File: config.mk
export PLATFORM = sky130hd
export DESIGN_NAME = rfa_field_bank
export DESIGN_NICKNAME = d
export VERILOG_FILES = /design/src/rtl/rfa_pkg.sv /design/src/rtl/rfa_field_bank.sv
export SDC_FILE = /design/constraint.sdc
export NUM_CORES = 1
export LEC_CHECK = 0
export ABC_AREA = 1
export BUFFER_PORTS_ARGS = -buffer_cell sky130_fd_sc_hd__buf_4
export CORE_MARGIN = 3
export CORE_UTILIZATION = 42
export CTS_CLUSTER_DIAMETER = 80
export CTS_CLUSTER_SIZE = 28
export DETAILED_ROUTE_END_ITERATION = 10
export PLACE_DENSITY = 0.78
export SYNTH_ARGS = -nofsm -noshare
export SYNTH_HDL_FRONTEND = slang
export SYNTH_SLANG_ARGS = --single-unit
File: constraint.sdc
create_clock -name clk_sys -period 0.8 [get_ports clk_sys]
set_input_delay 0.12 -clock clk_sys [delete_from_list [all_inputs] [get_ports clk_sys]]
set_output_delay 0.12 -clock clk_sys [all_outputs]
set_load 0.02 [all_outputs]
File: src/rtl/rfa_pkg.sv
package rfa_pkg;
    localparam int RFA_W = 16;
    localparam int RFA_AW = 2;

    // Field access kinds, one code per bit position
    typedef enum logic [3:0] {
        RFA_IGN_K = 4'h0,
        RFA_MBZ_K = 4'h1,
        RFA_RAO_K = 4'h2,
        RFA_RAZ_K = 4'h3,
        RFA_RC_K = 4'h4,
        RFA_RSV_K = 4'h5,
        RFA_RO_K = 4'h6,
        RFA_RW_K = 4'h7,
        RFA_W0C_K = 4'h8,
        RFA_W1C_K = 4'h9,
        RFA_WO_K = 4'hA
    } rfa_kind_t;

    localparam logic [RFA_W-1:0] RFA_ZERO = 16'h0000;
    localparam logic [RFA_W-1:0] RFA_ONES = 16'hFFFF;

    // Software access request
    typedef struct packed {
        logic wr;
        logic rd;
        logic [RFA_W-1:0] wdata;
    } rfa_req_t;

    // Hardware status update
    typedef struct packed {
        logic load;
        logic [RFA_W-1:0] data;
    } rfa_hw_t;

    // Answer to software
    typedef struct packed {
        logic ack;
        logic [RFA_W-1:0] rdata;
    } rfa_rsp_t;

    typedef struct packed {
        logic [RFA_W-1:0] store;
        logic [RFA_W-1:0] full;
        rfa_rsp_t rsp;
    } rfa_state_t;
endpackage : rfa_pkg

File: src/rtl/rfa_field_bank.sv
`timescale 1ns/1ps
// Summary of operation
// - Ignored bits discard writes, no state change
// - Read-as-one bits always read one
// - Read-as-zero bits always read zero
// - Read-clear holds capture until software reads
// - Read-only bits read value, ignore writes
// - Read/write bits store and return writes
// - Writing zero clears write-zero-clear bits, unless hardware sets them in the same cycle
// - Writing one clears write-one-clear bits, unless hardware sets them in the same cycle
// - Write-only bits accept writes, hide value
module rfa_field_bank
    import rfa_pkg::*;
#(
    parameter rfa_kind_t KIND [rfa_pkg::RFA_W] = '{default: RFA_RW_K}
) (
    // Clock and reset
    input wire logic clk_sys,
    input wire logic sys_rst,
    // Software side
    input rfa_pkg::rfa_req_t sw_req,
    output rfa_pkg::rfa_rsp_t sw_rsp,
    // Hardware side
    input rfa_pkg::rfa_hw_t hw_upd,
    output logic [rfa_pkg::RFA_W-1:0] field_q
);
    import rfa_pkg::*;

    rfa_state_t state_reg;
    rfa_state_t state_next;

    // Read value of one bit by its kind
    function automatic logic rd_bit(input rfa_kind_t k, input logic v);
        case (k)
            RFA_RAO_K: rd_bit = 1'b1;
            RFA_RC_K, RFA_RO_K, RFA_RW_K,
            RFA_W0C_K, RFA_W1C_K: rd_bit = v;
            default: rd_bit = 1'b0;
        endcase
    endfunction : rd_bit

    always_comb begin
        state_next = state_reg;
        state_next.rsp.ack = sw_req.rd | sw_req.wr;
        for (int i = 0; i < RFA_W; i++) begin
            state_next.rsp.rdata[i] = sw_req.rd ?
                rd_bit(KIND[i], state_reg.store[i]) : 1'b0;
            case (KIND[i])
                RFA_RW_K, RFA_WO_K: begin
                    if (sw_req.wr) begin
                        state_next.store[i] = sw_req.wdata[i];
                    end
                end
                RFA_RO_K: begin
                    if (hw_upd.load) begin
                        state_next.store[i] = hw_upd.data[i];
                    end
                end
                RFA_RC_K: begin
                    if (sw_req.rd) begin
                        state_next.full[i] = 1'b0;
                    end
                    if (hw_upd.load && (!state_reg.full[i] || sw_req.rd)) begin
                        state_next.store[i] = hw_upd.data[i];
                        state_next.full[i] = 1'b1;
                    end
                end
                RFA_W0C_K: begin
                    if (sw_req.wr && !sw_req.wdata[i]) begin
                        state_next.store[i] = 1'b0;
                    end
                    if (hw_upd.load && hw_upd.data[i]) begin
                        state_next.store[i] = 1'b1;
                    end
                end
                RFA_W1C_K: begin
                    if (sw_req.wr && sw_req.wdata[i]) begin
                        state_next.store[i] = 1'b0;
                    end
                    if (hw_upd.load && hw_upd.data[i]) begin
                        state_next.store[i] = 1'b1;
                    end
                end
                default: begin
                    state_next.store[i] = 1'b0;
                end
            endcase
        end
    end

    always_ff @(posedge clk_sys) begin
        if (sys_rst) begin
            state_reg <= '0;
        end else begin
            state_reg <= state_next;
        end
    end

    assign sw_rsp = state_reg.rsp;
    assign field_q = state_reg.store;

    for (genvar g = 0; g < RFA_W; g++) begin : g_chk
        if (KIND[g] == RFA_RAO_K) begin : g_rao

        end
        if (KIND[g] == RFA_RAZ_K || KIND[g] == RFA_WO_K ||
            KIND[g] == RFA_IGN_K) begin : g_raz

        end
        if (KIND[g] == RFA_RW_K) begin : g_rw

        end
        if (KIND[g] == RFA_RO_K) begin : g_ro

        end
        if (KIND[g] == RFA_RC_K) begin : g_rc

        end
        if (KIND[g] == RFA_W1C_K) begin : g_w1c

        end
        if (KIND[g] == RFA_W0C_K) begin : g_w0c

        end
        if (KIND[g] == RFA_IGN_K) begin : g_ign

        end
    end
endmodule : rfa_field_bank

==> impl_metrics.yaml, run 1 <==
run_status:
  status: "finished with violations"
  failed_checks: "setup timing"
drt:
  first_iter_violations: 23
  viasPerCell: 4.25
  drt_pass1_iterations: 4
  wl_per_cell_um: 10.1
  route.detailed.drc: 0
  vias: 1087
  ant_nets: 0
  drt_wl_total_um: 2580
critical_path:
  worst-path-stages: 1
  crit_chain: "buf_6"
  cp.required_ns: 0.68
  crit_path_max_incr_delay_ns: 0.36
  worst-endpoint-arrival_ns: 0.80
  critPathCaptureType: "primary output"
  crit_slowest_cell: "dfxtp_2"
  critPathTopFamily: "flip-flops"
  start_kind: "register"
  crit_fanout: 2
  ff2ff_path_depth: 3
  critPathKind: "reg2out"
  crit_buf_inv: 1
power:
  irDropWorstVdd_uv: 1700
  leakagePower_nw: 1.02
  power.density_nw_per_um2: 1930
timing:
  fin_crit_sh: 1.15
  rsz0062_at_grt: "true"
  min_period_ns: 0.923
  fin_ws_ns: -0.123
  report.final.slew_viol_count: 0
  clock.fmax_mhz: 1080
  worstMarginPinSlew_ns: 0.306
  skew_ns: 0.00427
  finalSetupViolCount: 33
  whs_ns: 0.0627
  slew-limit-headroom: 0.796
  hold_viol_final: 0
place:
  dp_hpwl_um: 1750
  pre_cts_ws_ns: 0.0559
  dp.cells: 233
  place_area_um2: 1570
  routabilityCongestion: 0.744
  port-buffer-count: 52
synth:
  synthFlopType: "dfxtp_1"
  synth_commonest_cells: "39 x nor2_1, 34 x nand2_1, 33 x dfxtp_1, 32 x inv_1, 9 x nor2_2"
  synthTopCellsByArea: "dfxtp_1 55%, nor2_1 12%, nand2_1 11%"
  syn_area_um2: 1190
  synth.most_common_cell: "nor2_1"
  ys_seq_elements: 33
  syn_nets: 192
  synth_edf_count: 0
  synth_area_leader_cell: "dfxtp_1"
  syn_avg_cell_area_um2: 7.69
  async_reset_ff_frac: 0
  yosysTopAreaCellShare: 0.554
  synthCells: 155
  yosysSeqAreaShare: 0.554
  synth_cell_types: 9
  yosysWarnings: 0
floorplan:
  initial_core_util: 0.460
  io_pins: 70
  rows: 18
  fp.dieH_um: 59.3
  die_x_um: 59.3
  die-area_um2: 3510
  core_area_um2: 2590
clocking:
  cts.path.max_buffers: 2
  cts.htree.levels: 2
  clock_latency_ns: 0.33
  cts-buffers-inserted: 5
  cts.hold.buffers_added: 0
  path_clk_slew_ns: 0.10
  root_buffer: "clkbuf_4"
  clock_sinks: 33
  tritoncts: "built"
layout:
  multi_input_area_um2: 342
  antenna_cells: 0
  synthToLayoutAreaGrowth_pct: 62.2
  finish.utilization: 0.747
  nets: 262
  drive_gt1_frac: 0.531
  fillers: 208
  stdcell_area_um2: 1930
  instances_no_fill: 256
  regArea_um2: 702
global_routing:
  grt_pass1_wl_um: 4280
  antenna_found_initial: 0
  grt_pass1_vias: 1039
  grt_util_all_layers: 0.169
  overflow: 0
  grt_start_max_net_pins: 34
job:
  drv_cap: 0
worst_hold_path:
  min_path_type: "in2reg"
  holdPathStages: 4
-- power by group --
part	internal, mW	leakage (nW)	switching, mW
clock	0.746	0.0455	0.541
combinational	0.340	0.695	0.313
sequential	1.74	0.284	0.0523
-- path summary, 6_finish.rpt --
path	from	end	slack, ns
worst min register to register	field_q[3]	sw_rsp[3]	0.44
worst max-delay path	field_q[6]	field_q[6]	-0.12
worst min-delay path	sys_rst	field_q[6]	0.06
worst max register to register	field_q[9]	field_q[9]	0.09
-- layout make-up --
cell class,instances,area share
clock buffers,7,0.0285
repair buffers,69,0.332
clock inverters,1,0.0155
well taps,30,0.0194
inverters,33,0.0653
multi-input cells,83,0.177
flip-flops and latches,33,0.363
-- per-stage QoR --
| step | setup TNS, ns | total power [mW] |
|---|---|---|
| CTS | -4.32 | 3.79 |
| global route | -5.28 | 3.96 |
| finish | -3.39 | 3.73 |
| floorplan | 0 | 2.11 |
| global placement | 0 | 2.32 |
| detailed placement | 0 | 2.33 |
-- cell families after synthesis --
group / synth area share
AND/OR/NAND/NOR: 0.286
buffers and inverters: 0.160
flip-flops: 0.554
-- layer usage --
layer | global-route usage | vias up | part of all wire
li1 | - | 571 | -
met1 | 0.175 | 465 | 0.38
met2 | 0.279 | 47 | 0.50
met3 | 0.0915 | 4 | 0.10
met4 | 0.0777 | 0 | 0.016
met5 | 0 | - | 0
-- worst register-to-register path: stages, from the launching register on --
cell and delay (ns):
dfxtp_2 0.34, buf_4 0.13, nor2_1 0.09, nor2_1 0.05
-- flip-flops by register name, indices dropped and copies added, names as in the netlist --
register / count
sw_rsp: 17
field_q: 16
-- repair_timing --
| item | CTS | global route |
|---|---|---|
| buffers inserted | 15 | 0 |
| setup endpoints to repair | 33 | 33 |
| resized for setup | 66 | 0 |
-- cell usage in the layout, fill, tap and decap left out, drive strengths merged --
cell type and n:
buf 69, nor2 48, nand2 35, dfxtp 33, inv 33, clkbuf 7, bufinv 1
(Power assumes the default switching activity.)
==> inputs of run 2 (changes only) <==
--- a/config.mk
+++ b/config.mk
@@ -12,6 +12,7 @@
 export CTS_CLUSTER_DIAMETER = 80
 export CTS_CLUSTER_SIZE = 28
 export DETAILED_ROUTE_END_ITERATION = 10
+export HOLD_SLACK_MARGIN = 0.15
 export PLACE_DENSITY = 0.78
 export SYNTH_ARGS = -nofsm -noshare
 export SYNTH_HDL_FRONTEND = slang
==> impl_metrics.yaml, run 2 (synthesized netlist as in run 1, its figures left out) <==
run_status:
  status: "finished with violations"
  failed_checks: "setup timing"
critical_path:
  crit_buf_inv: 1
  reg2reg_slack_ns: 0.08
  ff2ff_path_depth: 3
  critPathKind: "reg2out"
  critPathTopFamily: "flip-flops"
  critPathCaptureType: "primary output"
  cp.required_ns: 0.68
  crit_fanout: 2
  worstReg2RegEnd: "sw_rsp[2]"
  start_kind: "register"
  r2r_start: "field_q[2]"
  worst-endpoint-arrival_ns: 0.82
  crit_path_max_incr_delay_ns: 0.36
  crit_chain: "buf_6"
  crit_slowest_cell: "dfxtp_2"
place:
  dp_hpwl_um: 1750
  port-buffer-count: 52
  routabilityCongestion: 0.744
timing:
  whs_ns: 0.0631
  fin_tns_setup_ns: -3.78
  fin_ws_ns: -0.136
  slew-limit-headroom: 0.796
  hold_viol_final: 0
  clock.fmax_mhz: 1070
  min_period_ns: 0.936
  fin_crit_sh: 1.17
  worstMarginPinSlew_ns: 0.306
  finalSetupViolCount: 33
  skew_ns: 0.0110
  report.final.slew_viol_count: 0
  rsz0062_at_grt: "true"
floorplan:
  rows: 18
  die_x_um: 59.3
  io_pins: 70
  core_area_um2: 2590
  fp.dieH_um: 59.3
  initial_core_util: 0.460
  die-area_um2: 3510
global_routing:
  use_met2: 0.343
  overflow: 0
  grt_util_all_layers: 0.192
  grt_start_max_net_pins: 34
  antenna_found_initial: 0
  grt_pass1_vias: 1166
  grt_pass1_wl_um: 4890
  busiest_layer: "met2"
  grt_use_met1: 0.187
  gr-usage-met3: 0.0937
power:
  power.density_nw_per_um2: 1880
  leakagePower_nw: 1.06
  irDropWorstVdd_uv: 1640
clocking:
  cts.htree.levels: 2
  cts.path.max_buffers: 2
  tritoncts: "built"
  clock_sinks: 33
  cts.hold.buffers_added: 9
  path_clk_slew_ns: 0.11
  clock_latency_ns: 0.34
  cts-buffers-inserted: 5
  root_buffer: "clkbuf_4"
drt:
  first_iter_violations: 25
  ant_nets: 0
  wl_per_cell_um: 11.2
  route.detailed.drc: 0
  vias: 1148
  drt_wl_total_um: 2970
  viasPerCell: 4.33
  drt_pass1_iterations: 4
worst_hold_path:
  min_path_type: "in2reg"
  holdPathStages: 4
  worst_hold_path.endpoint: "field_q[6]"
  hp-start: "sys_rst"
layout:
  largest_register_ffs: 17
  nets: 271
  layout_commonest_cell: "nor2_1"
  antenna_cells: 0
  layout_common_cells: "39 x nor2_1, 36 x buf_4, 34 x nand2_1, 33 x dfxtp_2, 33 x buf_6"
  drive_gt1_frac: 0.511
  finish.utilization: 0.782
  synthToLayoutAreaGrowth_pct: 69.8
job:
  drv_cap: 0
-- run 2: changes by cell type in the layout (fill, tap and decap cells not counted) --
cell	previous run	this run
dlygate4sd3_1	0	9
-- run 2: through the flow --
step / worst slack, ns / total power, mW / area, um^2 / instances
detailed placement: 0.0559 / 2.33 / 1570 / 233
CTS: -0.150 / 3.83 / 2020 / 265
global placement: 0.0833 / 2.32 / 1570 / 233
floorplan: 0.142 / 2.11 / 1190 / 155
finish: -0.136 / 3.81 / 2020 / 265
global route: -0.186 / 4.00 / 2020 / 265
-- run 2: worst register-to-register path: stages (launching register included) --
cell,delay [ns]
dfxtp_2,0.35
buf_4,0.11
inv_1,0.05
nor2_1,0.14
-- run 2: area by class of cell --
class                   instances  area, um^2
multi-input cells              83         342
inverters                      33         126
clock buffers                   7        55.1
fillers                       185         566
flip-flops and latches         33         702
repair buffers                 78         732
well taps                      30        37.5
clock inverters                 1        30.0
-- run 2: where the power goes --
group	internal (mW)	switching, mW	total [mW]	leakage, nW
sequential	1.74	0.0532	1.80	0.284
clock	0.746	0.570	1.32	0.0455
combinational	0.369	0.329	0.698	0.733
-- run 2: routing by layer --
metal,vias up,wire [um]
met5,-,0
met1,507,1120
met2,49,1530
met4,0,44
li1,587,-
met3,5,266
-- run 2: worst max path at each step --
stage                 endpoint        start  slack [ns]  depth (start not counted)
finish              field_q[5]   field_q[5]       -0.14                          1
global route        field_q[5]   field_q[5]       -0.19                          1
CTS                 field_q[6]   field_q[6]       -0.15                          1
detailed placement  sw_rsp[12]      sys_rst        0.06                          4
global placement     sw_rsp[1]      sys_rst        0.08                          4
floorplan           sw_rsp[10]  field_q[10]        0.14                          2
-- run 2: what timing repair did --
item / in CTS / in global routing
hold endpoints to repair: 19 / 8
setup buffers: 15 / 0
endpoints found under the setup margin: 33 / 33
resized for setup: 66 / 0
